==> config.mk <==
export PLATFORM = sky130hd
export DESIGN_NAME = hpw_channel
export DESIGN_NICKNAME = d
export VERILOG_FILES = /design/src/core/hpw_pkg.sv /design/src/core/hpw_period_div.sv /design/src/core/hpw_channel.sv
export SDC_FILE = /design/constraint.sdc
export NUM_CORES = 1
export LEC_CHECK = 0
export BUFFER_PORTS_ARGS = -buffer_cell sky130_fd_sc_hd__buf_2
export CORE_UTILIZATION = 59
export DETAILED_ROUTE_END_ITERATION = 12
export PLACE_DENSITY_LB_ADDON = 0.08
export SKIP_LAST_GASP = 1
export SYNTH_ARGS = -nofsm -noshare
export SYNTH_HDL_FRONTEND = slang
export SYNTH_SLANG_ARGS = --single-unit
export TNS_END_PERCENT = 1
==> constraint.sdc <==
create_clock -name ref_clk -period 13.4 [get_ports ref_clk]
set_input_delay 2.01 -clock ref_clk [delete_from_list [all_inputs] [get_ports ref_clk]]
set_output_delay 2.01 -clock ref_clk [all_outputs]
set_load 0.01 [all_outputs]
==> src/core/hpw_pkg.sv <==
// constants and carrier types for the high-resolution pulse-width channel
// assumes one 10 MHz clock, with each clock standing for one fast-clock count
package hpw_pkg;

  localparam int CLK_PERIOD_NS = 100;
  localparam int STEP_PS       = 250;
  localparam int PHASES        = 16;
  localparam int SUB_W         = $clog2(PHASES);
  localparam int CNT_W         = 14;
  localparam int POS_W         = CNT_W + SUB_W;
  localparam int DUTY_W        = 24;
  localparam int ADJ_STEPS     = 32768;
  localparam int ADJ_W         = $clog2(ADJ_STEPS) + 1;
  localparam int CTL_DIV       = 4;
  localparam int CTL_SHIFT     = $clog2(CTL_DIV);
  localparam int SAMP_W        = CNT_W - CTL_SHIFT;
  localparam int RATIO_W       = 8;
  localparam int OS_W          = 2;
  localparam logic [CTL_SHIFT-1:0] CTL_LAST = 2'h3;
  localparam logic [CNT_W-1:0]     CNT_RST  = 14'h0000;
  localparam logic [RATIO_W-1:0]   DIV_RST  = 8'h00;

  // software settings of one channel
  typedef struct packed {
    logic [CNT_W-1:0]        period;
    logic [CNT_W-1:0]        event1;
    logic [POS_W-1:0]        event2;
    logic [POS_W-1:0]        event3;
    logic [POS_W-1:0]        event4;
    logic signed [ADJ_W-1:0] adj_a;
    logic signed [ADJ_W-1:0] adj_b;
    logic [SAMP_W-1:0]       samp1;
    logic [SAMP_W-1:0]       samp2;
    logic [CNT_W-1:0]        phase;
    logic [CNT_W-1:0]        blank_a_begin;
    logic [CNT_W-1:0]        blank_a_end;
    logic [CNT_W-1:0]        blank_b_begin;
    logic [CNT_W-1:0]        blank_b_end;
    logic                    pol_low_a;
    logic                    pol_low_b;
    logic                    open_loop;
    logic [OS_W-1:0]         oversample;
    logic [RATIO_W-1:0]      irq_ratio;
  } hpw_cfg_t;

  // state of the channel core, apart from the period divider
  typedef struct packed {
    logic [CNT_W-1:0]     cnt;
    logic [CNT_W-1:0]     period;
    logic [DUTY_W-2:0]    duty;
    logic [DUTY_W-2:0]    duty_live;
    logic [CTL_SHIFT-1:0] ctl_div;
    logic [2:0]           os_left;
    logic [CNT_W-1:0]     os_cnt;
    logic                 act_a;
    logic                 act_b;
    logic                 pin_a;
    logic                 pin_b;
    logic [SUB_W-1:0]     sub_a;
    logic [SUB_W-1:0]     sub_b;
    logic                 sync_out;
    logic                 samp_trig;
    logic                 samp_trig2;
    logic                 blank_a;
    logic                 blank_b;
    logic                 period_end;
  } hpw_state_t;

  // state of the period divider
  typedef struct packed {
    logic [RATIO_W-1:0] cnt;
    logic               pulse;
  } hpw_div_state_t;

endpackage

==> src/core/hpw_period_div.sv <==
// divides the end-of-period pulse by a programmable ratio
// assumes tick is a one-cycle pulse on ref_clk
`timescale 1ns/1ns
module hpw_period_div
  import hpw_pkg::*;
(
  input  wire logic               ref_clk,
  input  wire logic               srst,
  input  wire logic               tick,
  input  wire logic [RATIO_W-1:0] ratio,
  output logic                    pulse
);

  hpw_div_state_t st;
  hpw_div_state_t next_st;

  // ratio n gives one pulse every n+1 periods
  always_comb
  begin
    next_st = st;
    next_st.pulse = 1'b0;
    if (tick)
    begin
      if (st.cnt >= ratio)
      begin
        next_st.cnt = DIV_RST;
        next_st.pulse = 1'b1;
      end
      else
      begin
        next_st.cnt = st.cnt + 8'h01;
      end
    end
  end

  always_ff @(posedge ref_clk)
  begin
    if (srst)
      st <= '0;
    else
      st <= next_st;
  end

  assign pulse = st.pulse;

endmodule

==> src/core/hpw_channel.sv <==
// high-resolution pulse-width channel: time base, edges, sync, sampling, blanking
// assumes inputs synchronous to ref_clk; a phase-select delay line after this
// block shifts each pin edge by the sub-step shown beside it
`timescale 1ns/1ns
module hpw_channel
  import hpw_pkg::*;
(
  input  wire logic                     ref_clk,
  input  wire logic                     srst,
  input  wire hpw_cfg_t                 cfg,
  input  wire logic signed [DUTY_W-1:0] duty,
  input  wire logic                     duty_valid,
  input  wire logic                     sync_in,
  output logic                          output_a,
  output logic                          output_b,
  output logic [SUB_W-1:0]              sub_a,
  output logic [SUB_W-1:0]              sub_b,
  output logic                          sync_out,
  output logic                          sample_trig,
  output logic                          sample_trig2,
  output logic                          blank_a,
  output logic                          blank_b,
  output logic                          period_end,
  output logic                          irq,
  output logic                          gp_conv_start
);

  // a single step is 1/PHASES of a clock; the phase taps give the sub-step
  localparam int STEPS_PER_CLK = PHASES;
  localparam int PROD_W        = (DUTY_W - 1) + POS_W;

  hpw_state_t st;
  hpw_state_t next_st;

  // add a signed step adjust to a step position, clamping below zero
  function automatic logic [POS_W-1:0] add_adj(input logic [POS_W-1:0] pos,
                                               input logic signed [ADJ_W-1:0] adj);
    logic signed [POS_W+1:0] sum;
    sum = $signed({2'b00, pos}) + (POS_W+2)'(adj);
    if (sum < 0)
      add_adj = '0;
    else
      add_adj = sum[POS_W-1:0];
  endfunction

  // control-clock units are four fast counts
  function automatic logic [CNT_W-1:0] ctl_to_cnt(input logic [SAMP_W-1:0] v);
    ctl_to_cnt = {v, {CTL_SHIFT{1'b0}}};
  endfunction

  logic                    ctl_en;
  logic                    wrap;
  logic [PROD_W-1:0]       prod;
  logic [POS_W-1:0]        on_steps;
  logic [POS_W-1:0]        closed_fall;
  logic [POS_W-1:0]        fall_a;
  logic [POS_W-1:0]        rise_b;
  logic [POS_W-1:0]        fall_b;
  logic [CNT_W-1:0]        os_int;
  logic [CNT_W-1:0]        os_raw;
  logic [2:0]              os_extra;

  // quarter-rate control clock as an enable
  assign ctl_en = (st.ctl_div == CTL_LAST);
  assign wrap   = (st.cnt >= st.period);

  // on-time in 250 ps steps is duty times the period in steps
  assign prod        = st.duty * {st.period, {SUB_W{1'b0}}};
  assign on_steps    = prod[PROD_W-1:DUTY_W-1];
  assign closed_fall = {cfg.event1, {SUB_W{1'b0}}} + on_steps;

  // open loop ignores the filter entirely
  assign fall_a = add_adj(cfg.open_loop ? cfg.event2 : closed_fall, cfg.adj_a);
  assign rise_b = cfg.event3;
  assign fall_b = add_adj(cfg.event4, cfg.adj_b);

  // oversample spacing is the period divided by 1, 2, 4 or 8
  assign os_raw   = st.period >> cfg.oversample;
  assign os_int   = (os_raw == CNT_RST) ? 14'h0001 : os_raw;
  assign os_extra = 3'((4'h1 << cfg.oversample) - 4'h1);

  always_comb
  begin
    next_st = st;
    next_st.ctl_div    = st.ctl_div + 2'h1;
    next_st.period_end = 1'b0;
    next_st.samp_trig  = 1'b0;
    next_st.samp_trig2 = 1'b0;

    // duty is taken on the control clock; negative values clamp to zero
    if (duty_valid && ctl_en)
      next_st.duty_live = duty[DUTY_W-1] ? '0 : duty[DUTY_W-2:0];

    // time base: sync reset, otherwise wrap at the active period
    if (sync_in)
    begin
      next_st.cnt = CNT_RST;
    end
    else if (wrap)
    begin
      next_st.cnt        = CNT_RST;
      next_st.period     = cfg.period;
      next_st.duty       = st.duty_live;
      next_st.period_end = 1'b1;
    end
    else
    begin
      next_st.cnt = st.cnt + 14'h0001;
    end

    // output A: whole-clock rise, fall carries its sub-step
    if (st.cnt == cfg.event1)
    begin
      next_st.act_a = 1'b1;
      next_st.sub_a = '0;
    end
    if (st.cnt == fall_a[POS_W-1:SUB_W])
    begin
      next_st.act_a = 1'b0;
      next_st.sub_a = fall_a[SUB_W-1:0];
    end

    // output B: both edges carry sub-steps
    if (st.cnt == rise_b[POS_W-1:SUB_W])
    begin
      next_st.act_b = 1'b1;
      next_st.sub_b = rise_b[SUB_W-1:0];
    end
    if (st.cnt == fall_b[POS_W-1:SUB_W])
    begin
      next_st.act_b = 1'b0;
      next_st.sub_b = fall_b[SUB_W-1:0];
    end

    // pins are registered with polarity applied
    next_st.pin_a = next_st.act_a ^ cfg.pol_low_a;
    next_st.pin_b = next_st.act_b ^ cfg.pol_low_b;

    // phase threshold drives the slave sync
    next_st.sync_out = (st.cnt == cfg.phase);

    // blanking windows straight from settings, in any mode
    if (st.cnt == cfg.blank_a_begin)
      next_st.blank_a = 1'b1;
    if (st.cnt == cfg.blank_a_end)
      next_st.blank_a = 1'b0;
    if (st.cnt == cfg.blank_b_begin)
      next_st.blank_b = 1'b1;
    if (st.cnt == cfg.blank_b_end)
      next_st.blank_b = 1'b0;

    // first trigger at the sample count, then evenly spaced extras
    if (st.cnt == ctl_to_cnt(cfg.samp1))
    begin
      next_st.samp_trig = 1'b1;
      next_st.os_left   = os_extra;
      next_st.os_cnt    = 14'h0001;
    end
    else if (st.os_left != 3'h0)
    begin
      if (st.os_cnt >= os_int)
      begin
        next_st.samp_trig = 1'b1;
        next_st.os_left   = st.os_left - 3'h1;
        next_st.os_cnt    = 14'h0001;
      end
      else
      begin
        next_st.os_cnt = st.os_cnt + 14'h0001;
      end
    end
    next_st.samp_trig2 = (st.cnt == ctl_to_cnt(cfg.samp2));
  end

  always_ff @(posedge ref_clk)
  begin
    if (srst)
      st <= '0;
    else
      st <= next_st;
  end

  // interrupt and converter start share the divided period event
  hpw_period_div u_div (
    .ref_clk (ref_clk),
    .srst    (srst),
    .tick    (st.period_end),
    .ratio   (cfg.irq_ratio),
    .pulse   (irq)
  );

  assign gp_conv_start = irq;
  assign output_a      = st.pin_a;
  assign output_b      = st.pin_b;
  assign sub_a         = st.sub_a;
  assign sub_b         = st.sub_b;
  assign sync_out      = st.sync_out;
  assign sample_trig   = st.samp_trig;
  assign sample_trig2  = st.samp_trig2;
  assign blank_a       = st.blank_a;
  assign blank_b       = st.blank_b;
  assign period_end    = st.period_end;

  // helpers read only by the checks below
  logic [CNT_W-1:0]  shadow_q;
  logic [SUB_W-1:0]  fall_a_sub;
  logic              fall_a_hit;
  logic [SUB_W-1:0]  rise_b_sub;
  logic [SUB_W-1:0]  fall_b_sub;
  logic              fall_b_hit;
  logic [DUTY_W-2:0] duty_mag;
  logic              samp1_hit;
  assign fall_a_sub = fall_a[SUB_W-1:0];
  assign fall_a_hit = (st.cnt == fall_a[POS_W-1:SUB_W]);
  // a same-count rise and fall on B is a zero-width pulse, so rise checks skip it
  assign rise_b_sub = rise_b[SUB_W-1:0];
  assign fall_b_sub = fall_b[SUB_W-1:0];
  assign fall_b_hit = (st.cnt == fall_b[POS_W-1:SUB_W]);
  assign duty_mag   = duty[DUTY_W-2:0];
  assign samp1_hit  = (st.cnt == ctl_to_cnt(cfg.samp1));
  always_ff @(posedge ref_clk)
  begin
    shadow_q <= cfg.period;
  end
endmodule

### Yosys cells after proc, flatten, opt, wreduce, memory -nomap -nowiden

Cells that the tools add are included.

| storage, ports and cells | value |
|---|---|
| bits in read-only memories | 0 |
| latch bits | 0 |
| word-level logic and storage cells | 93 |
| bits of input ports | 249 |
| bits in registers | 120 |
| memory bits (writable) | 0 |
| memories | 0 |
| output and inout port bits | 18 |

| operators by class | value |
|---|---|
| div/mod/pow operators | 0 |
| $add $sub $neg | 9 |
| reduce and logical (&&, ||, !) cells | 15 |
| multipliers | 1 |
| muxes and demuxes | 23 |
| bitwise gates (word level) | 4 |
| order comparisons | 5 |
| shift-type cells | 2 |
| equal/unequal tests | 12 |

Operators by type and width:

| cell | count |
|---|---|
| $eq 14x14->1 | 11 |
| $mux 18 | 3 |
| $add 19x16->20 | 2 |
| $lt 20x1->1 const B | 2 |
| $mul 23x14->37 | 1 |
| $mux 17 | 2 |
| $add 14x1->14 const B | 2 |
| $ge 14x14->1 | 2 |
| $mux 14 | 2 |
| $mux 23 | 1 |
| $add 18x18->18 | 1 |
| $mux 4 | 4 |
| $logic_not 14->1 | 1 |
| $shr 14x2->14 | 1 |
| $reduce_or 2->1 | 5 |
| $mux 1 | 9 |
| $add 8x1->8 const B | 1 |
| $ge 8x8->1 | 1 |
| $mux 8 | 1 |
| $reduce_bool 2->1 | 4 |
| $sub 3x1->3 const B | 2 |
| $reduce_and 2->1 | 2 |
| $mux 3 | 1 |
| $reduce_bool 3->1 | 1 |
| other kinds (7) | 9 |

### Depth between registers and ports, before layout

Gate-level depths: netlist (run 1).

| logic depth | value |
|---|---|
| word-level depth | 9 |
| mapped depth | 49 |
| mapped depth without buffers | 47 |

### Hierarchy

A second synthesis (run 1) with hierarchy kept.

| second synthesis, totals | value |
|---|---|
| cells, all modules | 2,422 |
| area, all modules | 20,378.3 um2 |

Modules (own cells, without submodules):

| module | times used | cells each | sequential area each (um2) | area each (um2) |
|---|---|---|---|---|
| hpw_channel | 1 | 2,358 | 2,222.1 | 19,767.7 |
| hpw_period_div | 1 | 64 | 180.2 | 610.6 |

### Worst setup path after synthesis (run 1)

OpenSTA, ideal clock, no wires.

| timing | value |
|---|---|
| path kind | register to register |
| from | reg st[88] (netlist bit) |
| to | reg st (netlist bit output_a) |
| period minus slack after synthesis | 10.062 ns |
| required time | 13.331 ns |
| arrival | 9.993 ns |
| library setup time | 0.069 ns |
| path slack | 3.338 ns |
| buffers on the path | 3 |
| cell stages (with the launch flop) | 44 |
| path through | dfxtp_1 -> clkbuf_1 -> clkbuf_1 -> nand2_1 -> fa_1 -> fa_1 -> inv_1 -> fa_1 -> fa_1 -> fa_1 -> inv_1 -> fa_1 -> inv_1 -> ha_1 -> a21o_1 -> a21o_1 -> a221o_1 -> a21o_1 -> (+8 left out) -> a21boi_0 -> o21a_1 -> o21a_1 -> o21ai_0 -> a21oi_1 -> o31ai_1 -> xor2_1 -> o21ai_0 -> ha_1 -> or4b_2 -> nor3_1 -> a211oi_2 -> xnor2_1 -> o32a_1 -> nor4b_2 -> buf_4 -> o21ai_2 -> a21oi_2 |

| between the ends | value |
|---|---|
| cells in the longest elaborated chain, start to end | 9 |

RTL lines:

| element | line | text |
|---|---|---|
| start: declaration | hpw_channel.sv:32 | `hpw_state_t st;` |
| start signal: assignment | hpw_channel.sv:180 | `st <= next_st;` |
| $mul 23x14->37 (*) | hpw_channel.sv:68 | `assign prod = st.duty * {st.period, {SUB_W{1'b0}}};` |
| $add 18x18->18 (*) | hpw_channel.sv:70 | `assign closed_fall = {cfg.event1, {SUB_W{1'b0}}} + on_steps;` |
| $mux 18 (*) | hpw_channel.sv:73 | `assign fall_a = add_adj(cfg.open_loop ? cfg.event2 : closed_fall, cfg.adj_a);` |
| $add 19x16->20 (*) | hpw_channel.sv:39 | `sum = $signed({2'b00, pos}) + (POS_W+2)'(adj);` |
| $lt 20x1->1 | hpw_channel.sv:40 | `if (sum < 0)` |
| $mux 18 (*) | hpw_channel.sv:40 |  |
| $eq 14x14->1 (*) | -- |  |
| $mux 1 (*) | hpw_channel.sv:117 | `if (st.cnt == fall_a[POS_W-1:SUB_W])` |
| $xor 1x1->1 (*) | hpw_channel.sv:136 | `next_st.pin_a = next_st.act_a ^ cfg.pol_low_a;` |

Every way passes the cells marked *; elsewhere a longest branch is shown, timed or not.
A chain may end at the register's enable or synchronous reset.

### Final worst setup path (run 1)

Same ends and word-level chain as after synthesis.

==> reports/summary.txt, run 1 <==
Post-Layout Cell Count: 3,069
Clock Skew: 0.0138 ns
Cells after Synth: 2,435
WL/cell: 18.7 µm
number of antenna violations at the first check in global routing: 2
CP startpoint kind: register
synthesized area per cell: 8.44 µm²
vias in the first global route: 18,200
Max clock buf depth: 2
Top cell by count, worst path: fa_1
most frequent cell after synthesis: inv_1
largest net degree at the start of global routing: 74
row cnt: 67
min Tclk post-route: 12.03 ns
clk slew on worst S/H paths: 0.06 ns
Reg power frac: 29.9%
Leak: 0.0109 µW
Worst R2R Path Depth: 44
top post-synthesis cells by count: 331 x inv_1, 252 x nand2_1, 251 x fa_1, 195 x ha_1, 146 x and2_1
Worst EP required: 13.71 ns
Crit path buffers/inverters: 5
Synth warnings: 0
Setup CP Type: reg -> reg
Nets: 3,301
Detailed Route Iter0 Violations: 970
setup TNS: 0 ns
clock network latency to the later pin of the worst-skew pair: 0.45 ns
Die Y-Extent: 189 µm
Arrival @ worst endpoint: 12.34 ns
VDD IR-drop max: 84.4 µV
Logic pwr share: 34.1%
Tot GR Track Use: 33.0%
hpwl dp: 44.4 mm
Top Family by Delay on Critical Path: adder cells
crit path max-delay cell type: dfxtp_1
Pwr Density: 62.7 nW/µm²
Switching Power: 529 µW
Synthesized Nets: 3,130
Area Growth Syn to Fin: 10.5%
cell area after synthesis: 20,500 µm²
most area-hungry cell type in the Yosys netlist: fa_1
Crit Path Max Fanout: 26
htree depth: 4
CTS Hold Bufs: 0
status: finished clean
Initial Utilization: 60.7%
CTS tree: built
Max-Cap Viols: 0
post-synthesis sequential area ratio: 11.7%
cell-internal power: 893 µW
clock root buffer: clkbuf_16
crit path launch: st[88]
Seq cells post-synth: 120
worst-margin pin slew: 1.25 ns
CP Depth: 44
R2R Path End: output_a
Worst Setup EP: output_a
Clk pwr share: 36.0%
router iterations before antenna repair: 5
Inserted Clock Buffers: 17
Ports: 267
Post-synth EDFFs: 0
final slew viol count: 0
Synth area leaders: fa_1 24%, ha_1 12%, dfxtp_1 12%, inv_1 6.0%, xnor2_1 5.7%
post-CTS setup repair buffer count: 0
drt drc: 0
WL final: 57.5 mm
normalized max-slew margin: 16.7%
Via Count: 17,500
Crit Reg-Reg Startpoint: st[88]
Synth top area share: 24.5%
Async S/R FF share, synth: 0%
ys flop type: dfxtp_1
Switching Fraction: 37.2%
GP Congestion: 0.963
CTS sink count: 120
post-CTS resize count: 0
layout cells sized above 1: 13.9%
crit end category: register
die width: 189 µm
final period utilization: 89.8%
grt ovf: 0
PortBufs: 266
RSZ-0062 raised after global routing: false
Fmax: 83.1 MHz
global-route wire length before repair: 92.1 mm
post-synthesis cell type count: 88
placed instance count: 3,035
worst hold path class: reg -> reg
Antenna Nets Post-Route: 0
post-route core utilization: 67.0%
Via-to-Cell Ratio: 5.71
Crit path largest cell delay: 1.06 ns
WHS: 0.428 ns
Fin. Hold Viols: 0
Core ar.: 33,900 µm²
reg2reg setup slack: 1.37 ns
final setup fails: 0
Die Area: 35,600 µm²
[layout by cell type, fill, tap and decap left out, types with 54 or more instances in the layout]
| cell type | n |
|---|---|
| a21oi_1 | 86 |
| and2_1 | 146 |
| buf_2 | 265 |
| dfxtp_1 | 120 |
| fa_1 | 251 |
| ha_1 | 195 |
| inv_1 | 331 |
| mux2i_1 | 54 |
| nand2_1 | 252 |
| nand2b_1 | 84 |
| nor2_1 | 103 |
| o21ai_0 | 60 |
| xnor2_1 | 133 |
| xor2_1 | 96 |
[registers in the layout, indices dropped and copies added, names as in the netlist]
name and flops:
u_div.st 8, output_b 1, blank_b 1, blank_a 1, sync_out 1, output_a 1
sub_b 4, sample_trig 1, period_end 1, sub_a 4, u_div.pulse 1, st 95
sample_trig2 1
[logic make-up after synthesis]
family          Yosys count  share of synthesized area (%)
compound gates          313                           10.1
xor+xnor                230                           9.87
fa+ha+maj               446                           36.3
buf+inv                 472                           8.92
flops                   120                           11.7
mux                      59                           2.91
simple gates            795                           20.2
[per-stage QoR]
stage	instance area [µm²]	power, µW	setup WS [ns]
after global placement	22100	897	2.06
after CTS	22700	1430	1.50
final	22700	1420	1.37
after global routing	22700	1490	0.601
after floorplan	20500	747	3.34
after detailed placement	22100	908	1.54
[worst min-delay path by stage]
stage / endpoint / cells after the start / start
global route: st[35] / 1 / st[35]
floorplan: st[35] / 1 / st[35]
detailed placement: st[35] / 1 / st[35]
finish: st[35] / 1 / st[35]
CTS: st[35] / 1 / st[35]
global placement: st[35] / 1 / st[35]
[per-layer routing]
metal / wire, µm / GRT usage, %
met3: 3560 / 5.23
met4: 2060 / 13.8
met1: 23700 / 41.4
met2: 28200 / 56.4
met5: 13 / 0
[area by class of cell]
type	instances	area [µm²]
fillers	2884	11200
repair buffers	292	1530
multi-input cells	1843	16300
flip-flops and latches	120	2400
clock inverters	13	195
diodes	2	5.00
clock buffers	19	443
well taps	448	561
inverters	332	1250
[power by group through the flow]
stage               combinational [µW]  sequential (µW)  clock [µW]
floorplan                          359              388           0
global placement                   469              428           0
detailed placement                 478              430           0
CTS                                482              422         521
global route                       526              426         535
finish                             485              425         512
Power figures use the tool's default switching activity.
==> run 2: changes to the inputs <==
--- a/config.mk
+++ b/config.mk
@@ -8,7 +8,7 @@
 export BUFFER_PORTS_ARGS = -buffer_cell sky130_fd_sc_hd__buf_2
 export CORE_UTILIZATION = 59
 export DETAILED_ROUTE_END_ITERATION = 12
-export PLACE_DENSITY_LB_ADDON = 0.08
+export PLACE_DENSITY = 0.85
 export SKIP_LAST_GASP = 1
 export SYNTH_ARGS = -nofsm -noshare
 export SYNTH_HDL_FRONTEND = slang
==> run 2 against run 1 <==
- setup slack worse by 0.25 ns
- clock power increased by 2%
- non-clock buffer count fell by 3
- hold slack got worse by 0.0064 ns
- wire length is 2.3% higher
- sequential share of layout area about the same
- power is 0.98% higher
- register-to-register slack lost 0.25 ns
- count of clock-buffer cells in the layout stayed put
==> reports/summary.txt, run 2 (synthesis results as in run 1) <==
most frequent cells in the layout: 331 x inv_1, 265 x buf_2, 252 x nand2_1, 251 x fa_1, 195 x ha_1 (unchanged)
crit end category: register (unchanged)
WL/cell: 19.2 µm (was 18.7 µm)
Tot GR Track Use: 34.0% (was 33.0%)
Antenna Nets Post-Route: 0 (unchanged)
Via-to-Cell Ratio: 5.88 (was 5.71)
largest registers: st x95, u_div.st x8 (unchanged)
Top Metal Used: met5 (unchanged)
Hold Crit Start: st[35] (unchanged)
drt drc: 0 (unchanged)
CTS Hold Bufs: 0 (unchanged)
die width: 189 µm (unchanged)
post-route setup slack: 1.12 ns (was 1.37 ns)
row cnt: 67 (unchanged)
RSZ-0062 raised after global routing: false (unchanged)
normalized max-slew margin: 15.6% (was 16.7%)
Worst EP required: 13.68 ns (was 13.71 ns)
GP Congestion: 0.974 (was 0.963)
reg2reg setup slack: 1.12 ns (was 1.37 ns)
WHS: 0.421 ns (was 0.428 ns)
Detailed Route Iter0 Violations: 1,157 (was 970)
CTS sink count: 120 (unchanged)
largest net degree at the start of global routing: 126 (was 74)
CP startpoint kind: register (unchanged)
number of antenna violations at the first check in global routing: 4 (was 2)
Fmax: 81.5 MHz (was 83.1 MHz)
met2 wire len: 29.2 mm (was 28.2 mm)
final slew viol count: 0 (unchanged)
cell-internal power: 913 µW (was 893 µW)
Area Growth Syn to Fin: 10.4% (was 10.5%)
Crit path largest cell delay: 1.09 ns (was 1.06 ns)
worst hold path class: reg -> reg (unchanged)
PortBufs: 266 (unchanged)
filler cell count: 2,724 (was 2,884)
crit path launch: st[88] (unchanged)
R2R Path End: output_a (unchanged)
Worst R2R Path Depth: 44 (unchanged)
Switching Power: 523 µW (was 529 µW)
Switching Fraction: 36.4% (was 37.2%)
Core ar.: 33,900 µm² (unchanged)
crit path max-delay cell type: dfxtp_1 (unchanged)
clk slew on worst S/H paths: 0.06 ns (about the same)
Setup WS pre-CTS: 1.34 ns (was 1.54 ns)
Arrival @ worst endpoint: 12.56 ns (was 12.34 ns)
Setup CP Type: reg -> reg (unchanged)
Clock Skew: 0.00977 ns (was 0.0138 ns)
htree depth: 4 (unchanged)
Logic pwr share: 33.4% (was 34.1%)
max reg flops: 95 (unchanged)
Via Count: 18,000 (was 17,500)
router iterations before antenna repair: 7 (was 5)
Metal-1 WL: 21.3 mm (was 23.7 mm)
hpwl dp: 45.9 mm (was 44.4 mm)
Top cell by count, worst path: fa_1 (unchanged)
met3 WL: 4.59 mm (was 3.56 mm)
WL final: 58.8 mm (was 57.5 mm)
global-route wire length before repair: 94.8 mm (was 92.1 mm)
Max clock buf depth: 2 (unchanged)
clock network latency to the later pin of the worst-skew pair: 0.44 ns (was 0.45 ns)
status: finished clean (unchanged)
placed instance count: 3,032 (was 3,035)
vias in the first global route: 19,000 (was 18,200)
clock root buffer: clkbuf_16 (unchanged)
Leak: 0.0109 µW (about the same)
Ports: 267 (unchanged)
final setup fails: 0 (unchanged)
Die Area: 35,600 µm² (unchanged)
Crit Reg-Reg Startpoint: st[88] (unchanged)
Biggest register: st (unchanged)
layout cells sized above 1: 13.8% (was 13.9%)
commonest non-fill, non-tap cell in the layout: inv_1 (unchanged)
Inserted Clock Buffers: 17 (unchanged)
Die Y-Extent: 189 µm (unchanged)
grt ovf: 0 (unchanged)
Pwr Density: 63.3 nW/µm² (was 62.7 nW/µm²)
Initial Utilization: 60.7% (unchanged)
worst-margin pin slew: 1.26 ns (was 1.25 ns)
post-CTS resize count: 0 (unchanged)
Clk pwr share: 36.5% (was 36.0%)
Fin. Hold Viols: 0 (unchanged)
final period utilization: 91.6% (was 89.8%)
CTS tree: built (unchanged)
Crit Path Max Fanout: 26 (unchanged)
Max-Cap Viols: 0 (unchanged)
Nets: 3,298 (was 3,301)
Post-Layout Cell Count: 3,064 (was 3,069)
min Tclk post-route: 12.28 ns (was 12.03 ns)
Reg power frac: 30.1% (was 29.9%)
Worst Setup EP: output_a (unchanged)
VDD IR-drop max: 90.6 µV (was 84.4 µV)
post-CTS setup repair buffer count: 0 (unchanged)
setup TNS: 0 ns (unchanged)
run 2: changes by cell type in the layout (fill, tap and decap cells not counted), sizes merged:
cell / delta
inv: -1
buf: -3
clkinvlp: -1
clkinv: -1
bufinv: +1
run 2: how the worst min path moves through the flow:
stage	cells past startpoint	to	slack [ns]
3_5_place_dp	1	st[35]	0.41
6_report	1	st[35]	0.42
3_3_place_gp	1	st[35]	0.40
2_1_floorplan	1	st[35]	0.39
4_1_cts	1	st[35]	0.42
5_1_grt	1	st[35]	0.44
run 2: area by class of cell:
| class | instances | area [µm²] | share of cell area (%) |
|---|---|---|---|
| Clock inverter | 11 | 196 | 0.866 |
| Clock buffer | 19 | 453 | 2.00 |
| Tap cell | 448 | 561 | 2.47 |
| Timing Repair Buffer | 289 | 1510 | 6.64 |
| Inverter | 332 | 1250 | 5.49 |
| Sequential cell | 120 | 2400 | 10.6 |
| Antenna cell | 2 | 5.00 | 0.0221 |
| Multi-Input combinational cell | 1843 | 16300 | 71.9 |
run 2: per-stage QoR:
stage                     utilization [%]  instance area (µm²)  power, µW
final                                67.0                22700       1440
after global routing                 67.0                22700       1500
after CTS                            67.0                22700       1430
after detailed placement             65.0                22000        904
after global placement               65.0                22000        888
after floorplan                         -                20500        747
run 2: routing by layer:
metal,GRT usage [%],up-vias
li1,-,8190
met1,38.4,8701
met2,59.5,903
met3,5.53,222
met4,21.9,4
met5,0,-
run 2: critical path, delay by kind of cell, from the launching register on:
family	cells	cell delay (ns)
flops	1	1.09
buf+inv	5	0.28
xor+xnor	3	0.77
compound gates	21	4.22
simple gates	5	1.44
fa+ha+maj	10	4.31
run 2: power groups by stage:
stage / combinational (µW) / clock (µW) / sequential [µW]
after global placement: 456 / 0 / 432
after CTS: 473 / 528 / 429
after detailed placement: 468 / 0 / 436
final: 480 / 524 / 432
after floorplan: 359 / 0 / 388
after global routing: 518 / 544 / 433
==> run 3: changes to the inputs <==
--- a/config.mk
+++ b/config.mk
@@ -6,7 +6,9 @@
 export NUM_CORES = 1
 export LEC_CHECK = 0
 export BUFFER_PORTS_ARGS = -buffer_cell sky130_fd_sc_hd__buf_2
+export CORE_MARGIN = 8
 export CORE_UTILIZATION = 59
+export CTS_CLUSTER_DIAMETER = 80
 export DETAILED_ROUTE_END_ITERATION = 12
 export PLACE_DENSITY = 0.85
 export SKIP_LAST_GASP = 1
==> run 3 against run 2 <==
- critical path type unchanged
- power decreased by 2.4%
- final cell count increased by 0.33%
- die area increased by 15%
- critical endpoint unchanged
- fmax increased by 2.5%
- via count decreased by 0.21%
- core utilization decreased by 1.2 points
- largest cell class unchanged
- combinational power increased by 3%
- wire length increased by 2.3%
==> reports/summary.txt, run 3 (synthesis results as in run 1) <==
Tot Pwr: 1400 µW (was 1440 µW)
WL final: 60.2 mm (was 58.8 mm)
Crit path largest cell delay: 1.15 ns (was 1.09 ns)
Leak: 0.0109 µW (about the same)
Die Area: 41,000 µm² (was 35,600 µm²)
max reg flops: 95 (unchanged)
Top cell by count, worst path: fa_1 (unchanged)
status: finished clean (unchanged)
most frequent cells in the layout: 331 x inv_1, 265 x buf_2, 252 x nand2_1, 251 x fa_1, 195 x ha_1 (unchanged)
clock network latency to the later pin of the worst-skew pair: 0.45 ns (was 0.44 ns)
worst-margin pin slew: 1.24 ns (was 1.26 ns)
router iterations before antenna repair: 6 (was 7)
Area Growth Syn to Fin: 10.3% (was 10.4%)
Fin. Hold Viols: 0 (unchanged)
crit end category: register (unchanged)
normalized max-slew margin: 17.0% (was 15.6%)
Register Area: 2400 µm² (unchanged)
Max-Cap Viols: 0 (unchanged)
clock root buffer: clkbuf_16 (unchanged)
WL/cell: 19.6 µm (was 19.2 µm)
global-route wire length before repair: 98.4 mm (was 94.8 mm)
Initial Utilization: 59.6% (was 60.7%)
final slew viol count: 0 (unchanged)
largest net degree at the start of global routing: 126 (unchanged)
post-CTS resize count: 0 (unchanged)
Via-to-Cell Ratio: 5.85 (was 5.88)
Crit path buffers/inverters: 5 (unchanged)
row cnt: 68 (was 67)
clk slew on worst S/H paths: 0.06 ns (about the same)
filler cell count: 2,789 (was 2,724)
Ports: 267 (unchanged)
grt ovf: 0 (unchanged)
Multi-input gate area: 16,300 µm² (unchanged)
CP startpoint kind: register (unchanged)
worst hold path class: reg -> reg (unchanged)
Worst EP required: 13.69 ns (was 13.68 ns)
Antenna Nets Post-Route: 0 (unchanged)
CTS Hold Bufs: 0 (unchanged)
Inserted Clock Buffers: 17 (unchanged)
layout cells sized above 1: 13.9% (was 13.8%)
Fmax: 83.5 MHz (was 81.5 MHz)
Metal-1 WL: 21.9 mm (was 21.3 mm)
RSZ-0062 raised after global routing: false (unchanged)
Via Count: 18,000 (about the same)
hpwl dp: 47.2 mm (was 45.9 mm)
Detailed Route Iter0 Violations: 1,258 (was 1,157)
setup TNS: 0 ns (unchanged)
Arrival @ worst endpoint: 12.27 ns (was 12.56 ns)
PortBufs: 266 (unchanged)
Core ar.: 34,500 µm² (was 33,900 µm²)
GP Congestion: 1.01 (was 0.974)
met3 WL: 5.27 mm (was 4.59 mm)
Setup CP Type: reg -> reg (unchanged)
crit path max-delay cell type: dfxtp_1 (unchanged)
commonest non-fill, non-tap cell in the layout: inv_1 (unchanged)
Clock Skew: 0.0121 ns (was 0.00977 ns)
final setup fails: 0 (unchanged)
post-CTS setup repair buffer count: 0 (unchanged)
min Tclk post-route: 11.98 ns (was 12.28 ns)
htree depth: 4 (unchanged)
Pwr Density: 61.9 nW/µm² (was 63.3 nW/µm²)
die width: 203 µm (was 189 µm)
Nets: 3,299 (was 3,298)
number of antenna violations at the first check in global routing: 3 (was 4)
CTS tree: built (unchanged)
Top Metal Used: met5 (unchanged)
vias in the first global route: 19,400 (was 19,000)
Biggest register: st (unchanged)
Tot GR Track Use: 29.7% (was 34.0%)
largest registers: st x95, u_div.st x8 (unchanged)
Max clock buf depth: 2 (unchanged)
VDD IR-drop max: 94.0 µV (was 90.6 µV)
drt drc: 0 (unchanged)
final period utilization: 89.4% (was 91.6%)
Die Y-Extent: 203 µm (was 189 µm)
Crit Path Max Fanout: 26 (unchanged)
Top Family by Delay on Critical Path: adder cells (unchanged)
met2 wire len: 29.6 mm (was 29.2 mm)
CTS sink count: 120 (unchanged)
## run 3: cell types whose count changed in the layout (fill, tap and decap cells not counted), sizes merged
cell	previous run	this run
inv	332	337
clkbuf	19	17
bufinv	5	3
clkinvlp	2	1
buf	289	290
clkinv	4	6
## run 3: worst register-to-register path: cells and delay by family (launching register included)
family | cells | cell delay (ns)
AO/OA/AOI/OAI | 21 | 4.06
XOR/XNOR | 3 | 0.76
adder cells (fa/ha/maj) | 10 | 4.18
buffers and inverters | 5 | 0.27
flip-flops | 1 | 1.15
AND/OR/NAND/NOR | 5 | 1.41
## run 3: per-stage QoR
stage	hold WS [ns]	worst slack (ns)	cell area, µm²	instances	utilization, %
finish	0.414	1.42	22700	3074	65.8
global route	0.450	0.653	22700	3074	65.8
CTS	0.415	1.63	22700	3072	65.8
detailed placement	0.406	1.67	22000	3040	64.0
global placement	0.400	2.07	22000	3040	64.0
floorplan	0.390	3.34	20500	2435	-
## run 3: metal layers
layer,GRT usage [%],up-vias
li1,-,8195
met1,33.6,8661
met2,51.1,915
met3,6.90,209
met4,16.8,2
met5,0,-
## run 3: path summary, 6_finish.rpt
| check | from | end | slack [ns] | depth (start not counted) |
|---|---|---|---|---|
| max | st[93] | output_a | 1.42 | 44 |
| min | st[35] | st[35] | 0.41 | 1 |
| max reg2reg | st[93] | output_a | 1.42 | 44 |
| min reg2reg | st[35] | st[35] | 0.41 | 1 |
## run 3: cell type report
type	instances	area share (%)
Antenna cell	2	0.0221
Tap cell	455	2.51
Timing Repair Buffer	290	6.68
Inverter	332	5.50
Clock inverter	15	0.834
Sequential cell	120	10.6
Clock buffer	17	1.88
Multi-Input combinational cell	1843	72.0
## run 3: power breakdown
group          switching (µW)  internal [µW]
registers                48.5            371
clock network             193            296
logic                     288            206
